$ cat src/verilog/hbr_pkg.sv
// shared constants and types for the host bus control block
package hbr_pkg;
  // sizes of the interrupt source groups
  localparam int unsigned NCH = 8;
  localparam int unsigned CH_REGS = 2;
  localparam int unsigned REG_W = 8;
  localparam int unsigned NPORT = 4;
  localparam int unsigned CH_SRC_W = NCH * CH_REGS * REG_W;
  localparam int unsigned CH_SLICE_W = CH_REGS * REG_W;
  localparam int unsigned PT_SRC_W = NPORT * REG_W;
  localparam int unsigned SUM_W = NCH + NPORT;
  // positions of the pin inputs in the synchroniser vector
  localparam int unsigned PIN_RES = 0;
  localparam int unsigned PIN_WIDTH = 1;
  localparam int unsigned PIN_ALE = 2;
  localparam int unsigned PIN_CS_N = 3;
  localparam int unsigned PIN_RD_STB_N = 4;
  localparam int unsigned PIN_WR_RW = 5;
  localparam int unsigned PIN_ACK_N = 6;
  localparam int unsigned PIN_A0 = 7;
  localparam int unsigned PIN_LANE_N = 8;
  localparam int unsigned PIN_CHAIN = 9;
  localparam int unsigned PIN_OSC = 10;
  localparam int unsigned PIN_W = 11;
  // idle levels of the pins, held by the synchroniser in reset
  localparam logic [PIN_W-1:0] PIN_RST_VAL = 11'h179;
  // bus interface modes chosen by the address latch strobe
  typedef enum logic [1:0] {
    MODE_SEP_DEMUX = 2'h0,
    MODE_ONE_DEMUX = 2'h1,
    MODE_SEP_MUX = 2'h3
  } hbr_bus_mode_t;
  // interrupt output driver types
  localparam logic [1:0] IRQ_OPEN_DRAIN = 2'h0;
  localparam logic [1:0] IRQ_PP_LOW = 2'h1;
  localparam logic [1:0] IRQ_PP_HIGH = 2'h2;
  // transfer acknowledge states
  typedef enum logic {
    ACK_IDLE = 1'b0,
    ACK_ON = 1'b1
  } hbr_ack_state_t;
  // values after reset
  localparam logic [NCH-1:0] PU_RST_VAL = 8'h00;
  localparam logic [NCH-1:0] PWR_RST_VAL = 8'hFF;
endpackage

$ cat src/verilog/hbr_top.sv
// host port control: reset, bus width, transfer acknowledge, interrupt request
`timescale 1ns/100ps
module hbr_top (
  input wire logic core_clk_i,
  input wire logic rst_n_i,
  input wire logic reset_pin_i,
  input wire logic width_sel_i,
  input wire logic addr_latch_i,
  input wire logic chip_sel_n_i,
  input wire logic rd_data_strobe_n_i,
  input wire logic wr_rw_i,
  input wire logic irq_ack_in_n_i,
  input wire logic addr0_i,
  input wire logic byte_lane_enable_n_i,
  input wire logic chain_enable_in_i,
  input wire logic osc_in_i,
  input wire logic xfer_ready_i,
  input wire logic [hbr_pkg::NCH-1:0] channel_power_up_bit_wr_i,
  input wire logic [hbr_pkg::NCH-1:0] channel_power_up_bit_i,
  input wire logic [hbr_pkg::CH_SRC_W-1:0] chan_irq_evt_i,
  input wire logic [hbr_pkg::CH_SRC_W-1:0] channel_irq_mask_regs_i,
  input wire logic [hbr_pkg::CH_SRC_W-1:0] chan_irq_clr_i,
  input wire logic [hbr_pkg::PT_SRC_W-1:0] port_irq_evt_i,
  input wire logic [hbr_pkg::PT_SRC_W-1:0] port_irq_mask_regs_i,
  input wire logic [hbr_pkg::PT_SRC_W-1:0] port_irq_clr_i,
  input wire logic [hbr_pkg::NPORT-1:0] port_irq_enable_i,
  input wire logic [1:0] irq_port_config_i,
  input wire logic daisy_mode_i,
  output logic dev_reset_o,
  output logic powered_up_o,
  output logic [hbr_pkg::NCH-1:0] chan_power_o,
  output logic osc_enable_o,
  output logic osc_out_o,
  output logic osc_out_oe_o,
  output hbr_pkg::hbr_bus_mode_t bus_mode_o,
  output logic word_mode_o,
  output logic lane_lo_o,
  output logic lane_hi_o,
  output logic data_lo_oe_o,
  output logic data_hi_oe_o,
  output logic reg_rd_o,
  output logic reg_wr_o,
  output logic transfer_ack_out_o,
  output logic transfer_ack_out_oe_o,
  output logic [hbr_pkg::CH_SRC_W-1:0] channel_irq_status_regs_o,
  output logic [hbr_pkg::PT_SRC_W-1:0] port_irq_status_regs_o,
  output logic [hbr_pkg::SUM_W-1:0] global_irq_summary_o,
  output logic irq_o,
  output logic irq_oe_o
);
  import hbr_pkg::*;

  // pin inputs gathered for synchronisation
  logic [PIN_W-1:0] pin_raw;
  logic [PIN_W-1:0] pin_s;
  assign pin_raw[PIN_RES] = reset_pin_i;
  assign pin_raw[PIN_WIDTH] = width_sel_i;
  assign pin_raw[PIN_ALE] = addr_latch_i;
  assign pin_raw[PIN_CS_N] = chip_sel_n_i;
  assign pin_raw[PIN_RD_STB_N] = rd_data_strobe_n_i;
  assign pin_raw[PIN_WR_RW] = wr_rw_i;
  assign pin_raw[PIN_ACK_N] = irq_ack_in_n_i;
  assign pin_raw[PIN_A0] = addr0_i;
  assign pin_raw[PIN_LANE_N] = byte_lane_enable_n_i;
  assign pin_raw[PIN_CHAIN] = chain_enable_in_i;
  assign pin_raw[PIN_OSC] = osc_in_i;

  // every pin passes two flops, the reset pin among them
  hbr_sync #(
    .W(PIN_W),
    .RST_VAL(PIN_RST_VAL)
  ) u_pin_sync (
    .core_clk_i(core_clk_i),
    .rst_n_i(rst_n_i),
    .d_i(pin_raw),
    .q_o(pin_s)
  );

  // named views of the synchronised pins
  wire dev_rst = pin_s[PIN_RES];
  wire wide = pin_s[PIN_WIDTH];
  wire ale_s = pin_s[PIN_ALE];
  wire cs_act = !pin_s[PIN_CS_N];
  wire rd_pin_n = pin_s[PIN_RD_STB_N];
  wire rw_pin = pin_s[PIN_WR_RW];
  wire ack_in_act = !pin_s[PIN_ACK_N];
  wire a0_s = pin_s[PIN_A0];
  wire lane_en_act = !pin_s[PIN_LANE_N];
  wire chain_s = pin_s[PIN_CHAIN];
  wire osc_s = pin_s[PIN_OSC];

  // bus mode from the latch strobe level, toggling latches muxed mode
  logic ale_prev_q;
  logic ale_tog_q;
  wire ale_edge = ale_s != ale_prev_q;
  hbr_bus_mode_t mode_d;
  assign mode_d = (ale_tog_q || ale_edge) ? MODE_SEP_MUX :
                  (ale_s ? MODE_ONE_DEMUX : MODE_SEP_DEMUX);
  wire one_strobe = mode_d == MODE_ONE_DEMUX;

  always_ff @(posedge core_clk_i or negedge rst_n_i) begin
    if (!rst_n_i) begin
      ale_prev_q <= 1'b0;
      ale_tog_q <= 1'b0;
    end else begin
      ale_prev_q <= ale_s;
      ale_tog_q <= dev_rst ? 1'b0 : (ale_tog_q | ale_edge);
    end
  end

  // strobe decode for the two strobe conventions
  wire rd_act = one_strobe ? (!rd_pin_n && rw_pin) : !rd_pin_n;
  wire wr_act = one_strobe ? (!rd_pin_n && !rw_pin) : !rw_pin;
  wire access = cs_act && (rd_act || wr_act);
  wire cyc_act = access || ack_in_act;

  // byte lanes: lane enable means upper byte or lower byte by convention
  wire lane_hi_16 = one_strobe ? !a0_s : lane_en_act;
  wire lane_lo_16 = one_strobe ? lane_en_act : !a0_s;
  wire lane_lo_d = wide ? lane_lo_16 : 1'b1;
  wire lane_hi_d = wide && lane_hi_16;

  // data drivers follow reads and the low driver follows ack cycles, also while in reset
  wire rd_cyc = cs_act && rd_act;
  wire data_lo_oe_d = (rd_cyc && lane_lo_d) || ack_in_act;
  wire data_hi_oe_d = rd_cyc && lane_hi_d && !ack_in_act;

  // registered bus view
  always_ff @(posedge core_clk_i or negedge rst_n_i) begin
    if (!rst_n_i) begin
      bus_mode_o <= MODE_SEP_DEMUX;
      word_mode_o <= 1'b0;
      lane_lo_o <= 1'b0;
      lane_hi_o <= 1'b0;
      data_lo_oe_o <= 1'b0;
      data_hi_oe_o <= 1'b0;
      reg_rd_o <= 1'b0;
      reg_wr_o <= 1'b0;
    end else begin
      bus_mode_o <= mode_d;
      word_mode_o <= wide;
      lane_lo_o <= lane_lo_d;
      lane_hi_o <= lane_hi_d;
      data_lo_oe_o <= data_lo_oe_d;
      data_hi_oe_o <= data_hi_oe_d;
      reg_rd_o <= rd_cyc && !dev_rst;
      reg_wr_o <= cs_act && wr_act && !dev_rst;
    end
  end

  // transfer acknowledge: ready raises it, end of cycle drops it
  hbr_ack_state_t ack_st_q;
  hbr_ack_state_t ack_st_d;
  always_comb begin
    ack_st_d = ack_st_q;
    unique case (ack_st_q)
      ACK_IDLE: begin
        if (cyc_act && xfer_ready_i) begin
          ack_st_d = ACK_ON;
        end
      end
      ACK_ON: begin
        if (!cyc_act) begin
          ack_st_d = ACK_IDLE;
        end
      end
    endcase
    if (dev_rst) begin
      ack_st_d = ACK_IDLE;
    end
  end

  always_ff @(posedge core_clk_i or negedge rst_n_i) begin
    if (!rst_n_i) begin
      ack_st_q <= ACK_IDLE;
      transfer_ack_out_oe_o <= 1'b0;
      transfer_ack_out_o <= 1'b0;
    end else begin
      ack_st_q <= ack_st_d;
      transfer_ack_out_oe_o <= ack_st_d == ACK_ON;
      transfer_ack_out_o <= 1'b0; // open drain only ever pulls low
    end
  end

  // power state and channel power-up bits
  logic [NCH-1:0] pu_q;
  always_ff @(posedge core_clk_i or negedge rst_n_i) begin
    if (!rst_n_i) begin
      pu_q <= PU_RST_VAL;
      chan_power_o <= PWR_RST_VAL;
      powered_up_o <= 1'b1;
      dev_reset_o <= 1'b1;
    end else begin
      pu_q <= dev_rst ? PU_RST_VAL :
              ((pu_q & ~channel_power_up_bit_wr_i) |
               (channel_power_up_bit_i & channel_power_up_bit_wr_i));
      chan_power_o <= dev_rst ? PWR_RST_VAL : pu_q;
      powered_up_o <= dev_rst || (|pu_q);
      dev_reset_o <= dev_rst;
    end
  end

  // oscillator gate: off in reset, output floats in reset while input high
  always_ff @(posedge core_clk_i or negedge rst_n_i) begin
    if (!rst_n_i) begin
      osc_enable_o <= 1'b0;
      osc_out_o <= 1'b0;
      osc_out_oe_o <= 1'b0;
    end else begin
      osc_enable_o <= !dev_rst;
      osc_out_o <= !osc_s;
      osc_out_oe_o <= !(dev_rst && osc_s);
    end
  end

  // sticky status bits, set wins over clear
  logic [CH_SRC_W-1:0] ch_stat_q;
  logic [PT_SRC_W-1:0] pt_stat_q;
  wire [CH_SRC_W-1:0] ch_stat_d = chan_irq_evt_i | (ch_stat_q & ~chan_irq_clr_i);
  wire [PT_SRC_W-1:0] pt_stat_d = port_irq_evt_i | (pt_stat_q & ~port_irq_clr_i);
  always_ff @(posedge core_clk_i or negedge rst_n_i) begin
    if (!rst_n_i) begin
      ch_stat_q <= '0;
      pt_stat_q <= '0;
    end else begin
      ch_stat_q <= dev_rst ? '0 : ch_stat_d;
      pt_stat_q <= dev_rst ? '0 : pt_stat_d;
    end
  end
  assign channel_irq_status_regs_o = ch_stat_q;
  assign port_irq_status_regs_o = pt_stat_q;

  // per channel and per port masked pending, gathered into the summary
  logic [SUM_W-1:0] sum_d;
  genvar gi;
  generate
    for (gi = 0; gi < SUM_W; gi++) begin : g_sum
      if (gi < NCH) begin : g_ch
        assign sum_d[gi] = |(ch_stat_q[gi*CH_SLICE_W +: CH_SLICE_W] &
                             ~channel_irq_mask_regs_i[gi*CH_SLICE_W +: CH_SLICE_W]);
      end else begin : g_pt
        assign sum_d[gi] = port_irq_enable_i[gi-NCH] &&
                           |(pt_stat_q[(gi-NCH)*REG_W +: REG_W] &
                             ~port_irq_mask_regs_i[(gi-NCH)*REG_W +: REG_W]);
      end
    end
  endgenerate

  // request: any pending, gated by chain enable in daisy mode
  wire irq_req = (|sum_d) && (!daisy_mode_i || chain_s) && !dev_rst;
  wire cfg_od = irq_port_config_i != IRQ_PP_LOW && irq_port_config_i != IRQ_PP_HIGH;
  wire irq_out_d = (irq_port_config_i == IRQ_PP_HIGH) ? irq_req :
                   ((irq_port_config_i == IRQ_PP_LOW) ? !irq_req : 1'b0);
  wire irq_oe_d = !dev_rst && (cfg_od ? irq_req : 1'b1);
  logic irq_act_q;

  always_ff @(posedge core_clk_i or negedge rst_n_i) begin
    if (!rst_n_i) begin
      global_irq_summary_o <= '0;
      irq_act_q <= 1'b0;
      irq_o <= 1'b0;
      irq_oe_o <= 1'b0;
    end else begin
      global_irq_summary_o <= sum_d;
      irq_act_q <= irq_req;
      irq_o <= irq_out_d;
      irq_oe_o <= irq_oe_d;
    end
  end
endmodule // hbr_top

$ cat src/verilog/hbr_sync.sv
// two-flop synchroniser for a group of pin inputs
`timescale 1ns/100ps
module hbr_sync #(
  parameter int unsigned W = 1,
  parameter logic [W-1:0] RST_VAL = '0
) (
  input wire logic core_clk_i,
  input wire logic rst_n_i,
  input wire logic [W-1:0] d_i,
  output logic [W-1:0] q_o
);
  logic [W-1:0] meta_q;
  // first stage feeds only the second stage
  always_ff @(posedge core_clk_i or negedge rst_n_i) begin
    if (!rst_n_i) begin
      meta_q <= RST_VAL;
      q_o <= RST_VAL;
    end else begin
      meta_q <= d_i;
      q_o <= meta_q;
    end
  end
endmodule // hbr_sync

$ cat config.mk
export PLATFORM = sky130hd
export DESIGN_NAME = hbr_top
export DESIGN_NICKNAME = d
export VERILOG_FILES = /design/src/verilog/hbr_pkg.sv /design/src/verilog/hbr_top.sv /design/src/verilog/hbr_sync.sv
export SDC_FILE = /design/constraint.sdc
export NUM_CORES = 1
export LEC_CHECK = 0
export ABC_AREA = 1
export BUFFER_PORTS_ARGS = -buffer_cell sky130_fd_sc_hd__buf_2
export CORE_AREA = 2 2 276 278
export CTS_CLUSTER_SIZE = 10
export DETAILED_ROUTE_END_ITERATION = 12
export DIE_AREA = 0 0 278 280
export GPL_ROUTABILITY_DRIVEN = 0
export GPL_TIMING_DRIVEN = 0
export PLACE_DENSITY_LB_ADDON = 0.05
export SLEW_MARGIN = 10
export SYNTH_ARGS = -nofsm -noshare
export SYNTH_HDL_FRONTEND = slang
export SYNTH_SLANG_ARGS = --single-unit
$ cat constraint.sdc
create_clock -name core_clk_i -period 1.65 [get_ports core_clk_i]
set_clock_uncertainty 0.1 [all_clocks]
set_input_delay 0.4125 -clock core_clk_i [delete_from_list [all_inputs] [get_ports core_clk_i]]
set_output_delay 0.4125 -clock core_clk_i [all_outputs]
set_load 0.005 [all_outputs]
Word level (Yosys, flattened, before mapping). Cells that the tools add are included.

Flip-flop bits (word level): 229. Bits in latches: 0. RAM bits: 0. ROM bits: 0. Output and inout port bits: 198. Word-level logic and storage cells: 138. Memories: 0.

$add $sub $neg: 0. Multipliers: 0. Div/mod/pow operators: 0. Magnitude comparators: 0. Eq/ne operators: 6. Shifts and indexed selects: 0. Mux-type cells: 19. Bitwise gates (word level): 36. Reductions and logical operators: 52.

Operators with widths (number): OR reduction 132 bit (1); bitwise AND 128 bit (1); bitwise AND 16 bit (8); two-way mux 128 bit (1); NOT 128 bit (1); NOT 16 bit (8); bitwise OR 128 bit (1); OR reduction 16 bit (8); bitwise AND 8 bit (6); NOT 8 bit (5); OR reduction 8 bit (5); bitwise AND 32 bit (1); two-way mux 32 bit (1); NOT 32 bit (1); bitwise OR 32 bit (1); logical AND 1 bit (21); two-way mux 8 bit (2); two-way mux 1 bit (13); zero test 1 bit (11); bitwise OR 8 bit (1); logical OR 1 bit (6); == test 2 x 1 -> 1 bit, second input constant (2); == test 2 bit, second input constant (1); two-way mux 2 bit (1); other kinds (6) (6).

Logic depth before layout (Yosys ltp). Gate-level depths: netlist (run 1).

Depth after elaboration: 12. Depth in mapped cells: 12.

Cells and area by module. From an unflattened synthesis (run 1), not the netlist that was laid out.

Cells, all modules: 1253. Area total of the unflattened synthesis: 9910.8 um2.

Modules (own cells, without submodules): hbr_top (times used 1, cells each 1231, area each 9345.2 um2); hbr_sync (times used 1, cells each 22, area each 565.5 um2).

Worst setup path before layout (run 1). OpenSTA, ideal clock, no wires.

Path type: input to register. From: input channel_irq_mask_regs_i[27] in the netlist's numbering. To: register irq_oe_o. Library setup time: 0.134 ns. Data arrival time: 1.149 ns. Setup slack: 0.267 ns. Cell stages on the path: 11. Path buffers: 0. Cell sequence: inv_1 > nand2_1 > nand2_1 > nor2_1 > nand2_1 > nor2_2 > nand2_1 > nor2_2 > nand3_2 > nand2_2 > o21ai_0.

Cells in the longest elaborated chain, start to end: 7.

RTL lines: start: declaration (RTL line hbr_top.sv:21) `input wire logic [hbr_pkg::CH_SRC_W-1:0] channel_irq_mask_regs_i,`; NOT 16 bit (RTL line hbr_top.sv:240) `~channel_irq_mask_regs_i[gi*CH_SLICE_W +: CH_SLICE_W]);`; bitwise AND 16 bit (RTL line hbr_top.sv:239) `assign sum_d[gi] = |(ch_stat_q[gi*CH_SLICE_W +: CH_SLICE_W] &`; OR reduction 132 bit (RTL line hbr_top.sv:250) `wire irq_req = (|sum_d) && (!daisy_mode_i || chain_s) && !dev_rst;`; logical AND 1 bit (2 in series) (RTL line hbr_top.sv:250); two-way mux 1 bit (RTL line hbr_top.sv:254) `wire irq_oe_d = !dev_rst && (cfg_od ? irq_req : 1'b1);`; logical AND 1 bit (RTL line hbr_top.sv:254); net irq_oe_d (RTL line hbr_top.sv:254); end signal: assignment (RTL line hbr_top.sv:267) `irq_oe_o <= irq_oe_d;`; end: declaration (RTL line hbr_top.sv:49) `output logic irq_oe_o`.

The timed path passes the listed nets, and every way through them passes these cells.

Worst setup path in the final report (run 1).
From: register ch_stat_q[127] (netlist: channel_irq_status_regs_o[127]). To: register irq_oe_o.

Cells in the longest elaborated chain, start to end: 6.

RTL lines: start: declaration (RTL line hbr_top.sv:217) `logic [CH_SRC_W-1:0] ch_stat_q;`; start signal: assignment (RTL line hbr_top.sv:226) `ch_stat_q <= dev_rst ? '0 : ch_stat_d;`; bitwise AND 16 bit (RTL line hbr_top.sv:239); OR reduction 132 bit (RTL line hbr_top.sv:250); logical AND 1 bit (2 in series) (RTL line hbr_top.sv:250); two-way mux 1 bit (RTL line hbr_top.sv:254); logical AND 1 bit (RTL line hbr_top.sv:254); net irq_oe_d (RTL line hbr_top.sv:254).

The timed path passes the listed nets, and every way through them passes these cells.

==> results_dict.tcl, run 1 <==
set metrics [dict create \
    synth_compound_area_frac 0.0919 \
    synth_cell_type_count 20 \
    synth_top_family_by_area "simple AND/OR/NAND/NOR gates" \
    wl_per_cell_um 16.4 \
    maxSlewHeadroom 0.617 \
    finalSetupTns_ns -0.235 \
    cts_root_buf "clkbuf_16" \
    finalMaxSlewViolations 0 \
    violations "negative setup slack" \
    rsz0062_at_grt "true" \
    yosys_register_bits 229 \
    fill_cells 8450 \
    cts_tree "built" \
    die_area_mm2 0.0778 \
    critPathRequiredTime_ns 1.96 \
    outcome "complete, but fails checks" \
    synthMuxAreaShare 0 \
    crit_fanout 3 \
    regArea_mm2 0.00577 \
    grt_pass1_vias 12300 \
    hpwl_mm 43.3 \
    areaGrowthSynthToFinish_pct 84.8 \
    synth_area_per_cell_um2 7.91 \
    drc 0 \
    startpoint "channel_irq_status_regs_o[127]" \
    insertion_delay_ns 0.53 \
    multi_input_area_mm2 0.00309 \
    hold_viol 0 \
    post-place-ws_ns -1.12 \
    clk_pin_slew_ns 0.05 \
    period_needed_ns 1.69 \
    finalSetupViolCount 14 \
    nets 2738 \
    yosysWarnings 0 \
    grt.total_usage 0.133 \
    critPathLaunchType "flip-flop" \
    ios 715 \
    ant_nets 0 \
    syn_nets 1772 \
    drt_iter0_drc 325 \
    ir_drop_uv 503 \
    tightest_slew_ns 0.574 \
    clockBufferDepth 3 \
    hold_ws_ns 0.0384 \
    arrival_ns 2.00 \
    num_rows 101 \
    vias 11300 \
    worstSetupPathType "reg2reg" \
    layout_setup_ws_ns -0.0397 \
    grt_overflow 0 \
    synthXorXnorAreaFrac 0.000884 \
    min_path_type "in2reg" \
    end_kind "flip-flop" \
    core_area_mm2 0.0752 \
    finalCritPeriodShare 1.02 \
    maxCapViolCount 0 \
    final_core_util 0.244 \
    netlist_instances 1253 \
    powerDensity_mw_per_mm2 875 \
    hold_start "chan_irq_evt_i[98]" \
    clock_sinks 229 \
    initial_core_util 0.132 \
    first_pass_iters 4 \
    port_buffers 713 \
    vias_per_cell 3.50 \
    r2r_start "channel_irq_status_regs_o[127]" \
    grt_max_degree 91 \
    fmax_mhz 592 \
    cts_buffers 34 \
    antenna_found_initial 19 \
    drt-total-wl_mm 52.9 \
    seq_area_frac_synth 0.581 \
    die_x_um 278 \
    grt_pass1_wl_mm 76.3 \
    fin_cells 3228 \
    drive_above_1_share 0.393 \
    dp_cells 2946 \
    synthAdderAreaFrac 0.00252 \
    cts.htree.levels 2 \
    synth-simple-area-share 0.202 \
    leakagePower_uw 0.0101 \
    dieHeight_um 280 \
    netlist_area_mm2 0.00991 \
]
## layout make-up
type	instances	share of cell area
sequential	229	0.315
antenna	7	0.000956
buffer	21	0.00635
tap	978	0.0668
clock buffer	51	0.0532
timing repair buffer	930	0.323
clock inverter	9	0.00519
inverter	299	0.0613
multi-input combinational	704	0.169
## logic make-up after synthesis
kind of cell               Yosys count
AOI/OAI and AO/OA                  181
xor gates and xnor gates             1
adders and majority gates            2
buffers and inverters              320
DFF                                229
other                                1
and+or+nand+nor                    519
## registers in the layout, indices dropped and copies added, names as in the netlist, 2 cells and up
| name | flops |
|---|---|
| bus_mode_o | 2 |
| pu_q | 8 |
| u_pin_sync.meta_q | 11 |
| chan_power_o | 8 |
| global_irq_summary_o | 12 |
| u_pin_sync.q_o | 11 |
| port_irq_status_regs_o | 32 |
| channel_irq_status_regs_o | 128 |
## worst paths after layout
path	cells past startpoint	to	slack, ns
worst max register to register	10	irq_oe_o	-0.04
worst min register to register	0	u_pin_sync.q_o[4]	0.25
max in group asynchronous	3	channel_irq_status_regs_o[42]	0.19
worst max-delay path	10	irq_oe_o	-0.04
worst min-delay path	3	channel_irq_status_regs_o[98]	0.04
min in group asynchronous	2	port_irq_status_regs_o[16]	0.33
## worst max-delay path, cell delays in order, from the launching register on
cell	delay, ns
dfrtp_2	0.45
nand2_1	0.10
o21ai_2	0.13
nor2_1	0.12
nand2_1	0.09
nor2_4	0.13
nand2_2	0.07
nor2_4	0.15
nand3_2	0.09
nand2_2	0.08
o21ai_2	0.05
## per-layer routing
metal,track usage,part of all wire,up-vias
met3,0.0395,0.072,88
met5,0,0.0022,-
li1,-,-,5624
met1,0.137,0.37,5132
met4,0.0453,0.030,20
met2,0.253,0.53,423
## synth_stat cells
master      n  area [um^2]
a21oi_1   115          576
o211ai_1    2         15.0
nor2_1    325         1220
buf_4       1         7.51
nand3_2     1         10.0
inv_1     299         1120
ha_1        2         25.0
nand2_2     1         6.26
nor2_2      6         37.5
dfstp_2    22          578
nand3_1     4         20.0
nor4_1      2         12.5
o21ai_1    16         80.1
or2_2       7         43.8
clkbuf_1   20         75.1
xnor2_1     1         8.76
conb_1      1         3.75
dfrtp_1   207         5180
nand2_1   173          649
o21ai_0    48          240
## cells in the final DEF, fill, tap and decap left out, types with 4 or more instances in the layout
master         netlist  routed
nor2_4               0      11
nand2_2              1      11
clkbuf_4             0       4
or2_2                7       7
diode_2              0       7
nand2_1            173     163
dfrtp_2              0       6
o21ai_2              0       7
dfstp_2             22      22
buf_6                0      31
clkbuf_2             0      13
clkbuf_16            0      34
dlygate4sd3_1        0     191
a21oi_1            115     115
clkbuf_1            20      12
buf_4                1      19
dfrtp_1            207     201
o21ai_0             48      39
nand3_1              4       4
inv_1              299     297
buf_2                0     689
nor2_1             325     314
clkbuf_8             0       6
o21ai_1             16      17
nor2_2               6       6
## power by group
group	internal, uW	total, uW	switching (uW)
clock	4250	7070	2820
sequential	6000	6260	256
combinational	1400	2700	1300
## through the flow
| step | area, um^2 | power, uW |
|---|---|---|
| after global routing | 18300 | 17100 |
| after detailed placement | 14800 | 8580 |
| final | 18300 | 16000 |
| after global placement | 14700 | 8570 |
| after floorplan | 9910 | 7020 |
| after CTS | 18100 | 16500 |
## repair_timing
item	in CTS	in global routing
gates resized for setup	95	26
hold buffers	191	0
endpoints found under the setup margin	231	175
buffers inserted	12	12
pin swaps	17	15
hold endpoints to repair	247	0
No activity file was read; power rests on OpenSTA's default activity.
==> run 2, diff against run 1 <==
--- a/config.mk
+++ b/config.mk
@@ -5,12 +5,11 @@
 export SDC_FILE = /design/constraint.sdc
 export NUM_CORES = 1
 export LEC_CHECK = 0
-export ABC_AREA = 1
 export BUFFER_PORTS_ARGS = -buffer_cell sky130_fd_sc_hd__buf_2
-export CORE_AREA = 2 2 276 278
+export CORE_AREA = 2 2 280 282
 export CTS_CLUSTER_SIZE = 10
 export DETAILED_ROUTE_END_ITERATION = 12
-export DIE_AREA = 0 0 278 280
+export DIE_AREA = 0 0 282 284
 export GPL_ROUTABILITY_DRIVEN = 0
 export GPL_TIMING_DRIVEN = 0
 export PLACE_DENSITY_LB_ADDON = 0.05
==> results_dict.tcl, run 2 <==
set metrics [dict create \
    outcome "complete, but fails checks" \
    violations "negative setup slack" \
    grt_overflow 0 \
    r2r-end "irq_o" \
    synthArstFlopShare 1.00 \
    drc 0 \
    yosys.area.top_type "dfrtp_1" \
    cts_tree "built" \
    first_pass_iters 4 \
    synth_area_per_cell_um2 9.49 \
    clockBufferDepth 3 \
    clkPwrFrac 0.440 \
    p_comb_frac 0.169 \
    synth.most_common_cell "inv_1" \
    cts_root_buf "clkbuf_16" \
    die_area_mm2 0.0801 \
    synth_top_area_share 0.538 \
    p_total_uw 16100 \
    maxCapViolCount 0 \
    syn_nets 1534 \
    grt_pass1_wl_mm 76.5 \
    yosys_register_bits 229 \
    clk_pin_slew_ns 0.06 \
    grt.total_usage 0.132 \
    hold-path-cell-count 3 \
    worstSetupPathType "reg2reg" \
    vias 10500 \
    crit_slowest_cell "dfrtp_1" \
    critPathBufInv 1 \
    insertion_delay_ns 0.54 \
    power.switching_uw 4350 \
    fmax_mhz 417 \
    r2r_slack_ns -0.75 \
    swShare 0.269 \
    crit_chain "nor2b_1 -> a2111oi_4 -> nand4_1 -> buf_4 -> nor4_1 -> a311o_2 -> mux2_4" \
    period_needed_ns 2.40 \
    seq_area_frac_synth 0.598 \
    areaGrowthSynthToFinish_pct 90.7 \
    largest_register_ffs 128 \
    hold_ws_ns 0.0381 \
    powerDensity_mw_per_mm2 879 \
    finalMaxSlewViolations 0 \
    hold_viol 0 \
    cp_top_family "compound AO/OA/AOI/OAI gates" \
    synth.area.top_cells "dfrtp_1 54%, inv_1 9.0%, a21oi_1 8.3%" \
    netlist_instances 1015 \
    synth_cell_type_count 34 \
    rsz0062_at_grt "true" \
    antenna_found_initial 11 \
    min_path_type "in2reg" \
    critPathRequiredTime_ns 1.97 \
    maxSlewHeadroom 0.651 \
    p_seq_frac 0.390 \
    drt-total-wl_mm 54.5 \
    r2r_start "channel_irq_status_regs_o[83]" \
    initial_core_util 0.125 \
    yosysWarnings 0 \
    finalSetupViolCount 19 \
    grt_pass1_vias 11600 \
    whs_endpoint "pu_q[4]" \
    startpoint "channel_irq_status_regs_o[83]" \
    vias_per_cell 3.48 \
    post-place-ws_ns -2.06 \
    nets 2480 \
    finalCritPeriodShare 1.45 \
    core_area_mm2 0.0770 \
    ant_nets 0 \
    synth_edf_count 0 \
    hpwl_mm 44.6 \
    arrival_ns 2.72 \
    leakagePower_uw 0.00963 \
    p_int_uw 11800 \
    synthTopCellsByCount "230 x inv_1, 207 x dfrtp_1, 171 x nor2_1, 160 x a21oi_1, 98 x nor2b_1" \
    final_common_cell "buf_2" \
    fin_cells 3029 \
    ios 715 \
    wl_per_cell_um 18.0 \
    cts_buffers 34 \
    grt_max_degree 81 \
    netlist_area_mm2 0.00963 \
    critPathLaunchType "flip-flop" \
    cpPeakStageDelay_ns 0.44 \
    final_cell_mix "679 x buf_2, 230 x inv_1, 194 x dfrtp_1, 171 x nor2_1, 168 x dlygate4sd3_1" \
    clock_sinks 229 \
    layout_setup_ws_ns -0.747 \
    drt_iter0_drc 251 \
    end_kind "flip-flop" \
    port_buffers 713 \
    final_core_util 0.239 \
    drive_above_1_share 0.455 \
    r2r_cells 7 \
    cts.htree.levels 2 \
    dieHeight_um 284 \
    ir_drop_uv 539 \
    die_x_um 282 \
    tightest_slew_ns 0.523 \
    hold_start "channel_power_up_bit_wr_i[4]" \
    synth_ff_type "dfrtp_1" \
    num_rows 102 \
    dp_cells 2770 \
    crit_fanout 3 \
]
-- run 2: routing by layer --
metal,vias up,part of all wire,global-route usage
met1,4972,0.37,0.138
met3,63,0.065,0.0319
met4,10,0.020,0.0334
li1,5105,-,-
met2,387,0.54,0.258
met5,-,0.0012,0
-- run 2: layout make-up --
cell class                 count  area, um^2
inverter                     230         863
timing repair buffer         910        5770
sequential                   229        5770
tap                         1040        1300
multi-input combinational    535        3390
clock inverter                 9        88.8
antenna                        4        10.0
buffer                        21         176
clock buffer                  51         985
fill                        8639       58600
-- run 2: worst register-to-register path, stage by stage, from the launching register on --
cell,delay (ns)
dfrtp_1,0.44
nor2b_1,0.19
a2111oi_4,0.44
nand4_1,0.14
buf_4,0.19
nor4_1,0.25
a311o_2,0.25
mux2_4,0.29
-- run 2: through the flow --
step                instance area (um^2)  setup TNS (ns)
floorplan                           9630          -0.473
global placement                   14500        -1269.06
detailed placement                 14600         -198.92
CTS                                18000           -3.41
global route                       18400           -3.82
finish                             18400           -1.71
-- run 2: power groups by stage --
stage                     Clock [uW]  Sequential (uW)  Combinational, uW
after global routing            7700             6350               3030
after detailed placement           0             6370               2160
after global placement             0             6370               2140
final                           7110             6300               2730
after CTS                       7470             6290               2730
after floorplan                    0             6320                639
-- run 2: worst max-delay path by stage --
stage	to	slack (ns)	cells after the start
floorplan	irq_o	-0.34	6
global placement	channel_irq_status_regs_o[55]	-4.89	1
finish	irq_o	-0.75	7
CTS	irq_o	-0.80	7
global route	irq_o	-0.81	7
detailed placement	irq_o	-2.06	7
-- run 2: cell families after synthesis --
family          synth area share
xor+xnor                0.000910
flops                      0.598
fa+ha+maj                0.00260
other cells             0.000389
buf+inv                   0.0982
simple gates               0.151
mux                       0.0105
compound gates             0.139
-- run 2: timing repair --
action / in CTS / in global routing
endpoints found under the setup margin: 235 / 175
buffers inserted: 17 / 10
pin swaps: 19 / 11
gates resized for setup: 134 / 57
hold endpoints to repair: 239 / 0
hold buffers: 168 / 0
==> run 3, diff against run 2 <==
--- a/config.mk
+++ b/config.mk
@@ -11,7 +11,6 @@
 export DETAILED_ROUTE_END_ITERATION = 12
 export DIE_AREA = 0 0 282 284
 export GPL_ROUTABILITY_DRIVEN = 0
-export GPL_TIMING_DRIVEN = 0
 export PLACE_DENSITY_LB_ADDON = 0.05
 export SLEW_MARGIN = 10
 export SYNTH_ARGS = -nofsm -noshare
==> results_dict.tcl, run 3 (synthesis results as in run 2) <==
set metrics [dict create \
    drt-total-wl_mm 55.2 \
    cts_root_buf "clkbuf_16" \
    initial_core_util 0.125 \
    vias 11200 \
    ant_nets 0 \
    whs_endpoint "channel_irq_status_regs_o[26]" \
    fill_cells 8404 \
    violations "negative setup slack" \
    critPathLaunchType "flip-flop" \
    powerDensity_mw_per_mm2 815 \
    r2r_slack_ns -0.81 \
    final_common_cell "buf_2" \
    largest_register_ffs 128 \
    multi_input_area_mm2 0.00335 \
    core_area_mm2 0.0770 \
    final_area_mm2 0.0210 \
    wl_per_cell_um 17.3 \
    finalSetupViolCount 115 \
    r2r_cells 9 \
    final_core_util 0.272 \
    leakagePower_uw 0.0108 \
    fmax_mhz 406 \
    die_area_mm2 0.0801 \
    vias_per_cell 3.51 \
    clk_pin_slew_ns 0.05 \
    maxSlewHeadroom 0.668 \
    maxCapViolCount 0 \
    port_buffers 713 \
    place_area_mm2 0.0161 \
    cts_buffers 34 \
    hold_viol 0 \
    hold_start "chan_irq_evt_i[26]" \
    grt_pass1_wl_mm 78.1 \
    finalMaxSlewViolations 0 \
    finalSetupTns_ns -3.94 \
    layout_setup_ws_ns -0.815 \
    tightest_slew_ns 0.497 \
    ios 715 \
    fin_cells 3192 \
    insertion_delay_ns 0.54 \
    clockBufferDepth 3 \
    regArea_mm2 0.00576 \
    ir_drop_uv 496 \
    dp_cells 2961 \
    grt.total_usage 0.133 \
    period_needed_ns 2.46 \
    grt_pass1_vias 12600 \
    crit_fanout 2 \
    end_kind "flip-flop" \
    rsz0062_at_grt "true" \
    die_x_um 282 \
    drive_above_1_share 0.501 \
    outcome "complete, but fails checks" \
    num_rows 102 \
    arrival_ns 2.77 \
    worstSetupPathType "reg2reg" \
    critPathRequiredTime_ns 1.96 \
    hold_ws_ns 0.0341 \
    hpwl_mm 45.5 \
    final_cell_mix "543 x buf_2, 335 x buf_6, 230 x inv_1, 205 x dfrtp_1, 171 x nor2_1" \
    min_path_type "in2reg" \
    first_pass_iters 4 \
    dieHeight_um 284 \
    nets 2640 \
    drt_iter0_drc 224 \
    hold-path-cell-count 3 \
    clock_sinks 229 \
    areaGrowthSynthToFinish_pct 118 \
    r2r-end "irq_o" \
    cts.htree.levels 2 \
    r2r_start "channel_irq_status_regs_o[100]" \
    grt_overflow 0 \
    cts_tree "built" \
    drc 0 \
    antenna_found_initial 18 \
    finalCritPeriodShare 1.49 \
    grt_max_degree 47 \
]
## run 3: changes by cell type in the layout (fill, tap and decap cells not counted), moves of 4 or more
cell           delta
dlygate4sd3_1    -19
clkbuf_4          -5
dfrtp_1          +11
diode_2           +4
buf_2           -136
dfrtp_2          -11
buf_4            +39
buf_12            +7
buf_6           +288
clkbuf_2          -7
## run 3: where the power goes
part           switching (uW)  internal [uW]  total [uW]
Clock                    2810           4360        7170
Sequential                237           6000        6240
Combinational            1460           2220        3680
Total                    4510          12600       17100
## run 3: per-layer routing
metal / track usage / vias up / wire [um] / share of wire
met2: 0.262 / 382 / 30400 / 0.55
met3: 0.0299 / 95 / 3180 / 0.058
met1: 0.135 / 5279 / 19800 / 0.36
li1: - / 5420 / - / -
met5: 0 / - / 134 / 0.0024
met4: 0.0457 / 20 / 1680 / 0.030
## run 3: how the worst max path moves through the flow
stage                                   startpoint  depth (start not counted)     to  slack [ns]
floorplan            channel_irq_status_regs_o[42]                          6  irq_o       -0.34
global placement       channel_irq_mask_regs_i[29]                          7  irq_o       -1.49
detailed placement     channel_irq_mask_regs_i[29]                          7  irq_o       -1.53
CTS                 channel_irq_status_regs_o[102]                          9  irq_o       -0.90
global route        channel_irq_status_regs_o[103]                          9  irq_o       -0.93
finish              channel_irq_status_regs_o[100]                          9  irq_o       -0.81
## run 3: worst max-delay path: stages, from the launching register on
cell and delay, ns:
dfrtp_1 0.38, nor2b_2 0.17, a2111oi_4 0.34, buf_4 0.16
nand4_1 0.12, buf_4 0.19, nor4_2 0.24, buf_4 0.16
a311o_2 0.19, mux2_4 0.29
## run 3: what timing repair did
| action | CTS | global route |
|---|---|---|
| resized for setup | 385 | 98 |
| hold endpoints to repair | 271 | 0 |
| pin swaps | 11 | 18 |
| setup buffers | 59 | 64 |
| setup endpoints to repair | 181 | 182 |
| hold buffers | 149 | 0 |
## run 3: cell type report
class                           count  area share
Clock inverter                      7     0.00376
Tap cell                         1040      0.0621
Clock buffer                       52      0.0481
Multi-Input combinational cell    535       0.160
Antenna cell                        8    0.000955
Timing Repair Buffer             1091       0.409
Inverter                          230      0.0412
Sequential cell                   229       0.275
## run 3: stage by stage
stage | setup slack [ns] | power (uW)
2_1_floorplan | -0.342 | 6960
3_3_place_gp | -1.49 | 9070
3_5_place_dp | -1.53 | 9050
4_1_cts | -0.901 | 17500
5_1_grt | -0.933 | 18100
6_report | -0.815 | 17100
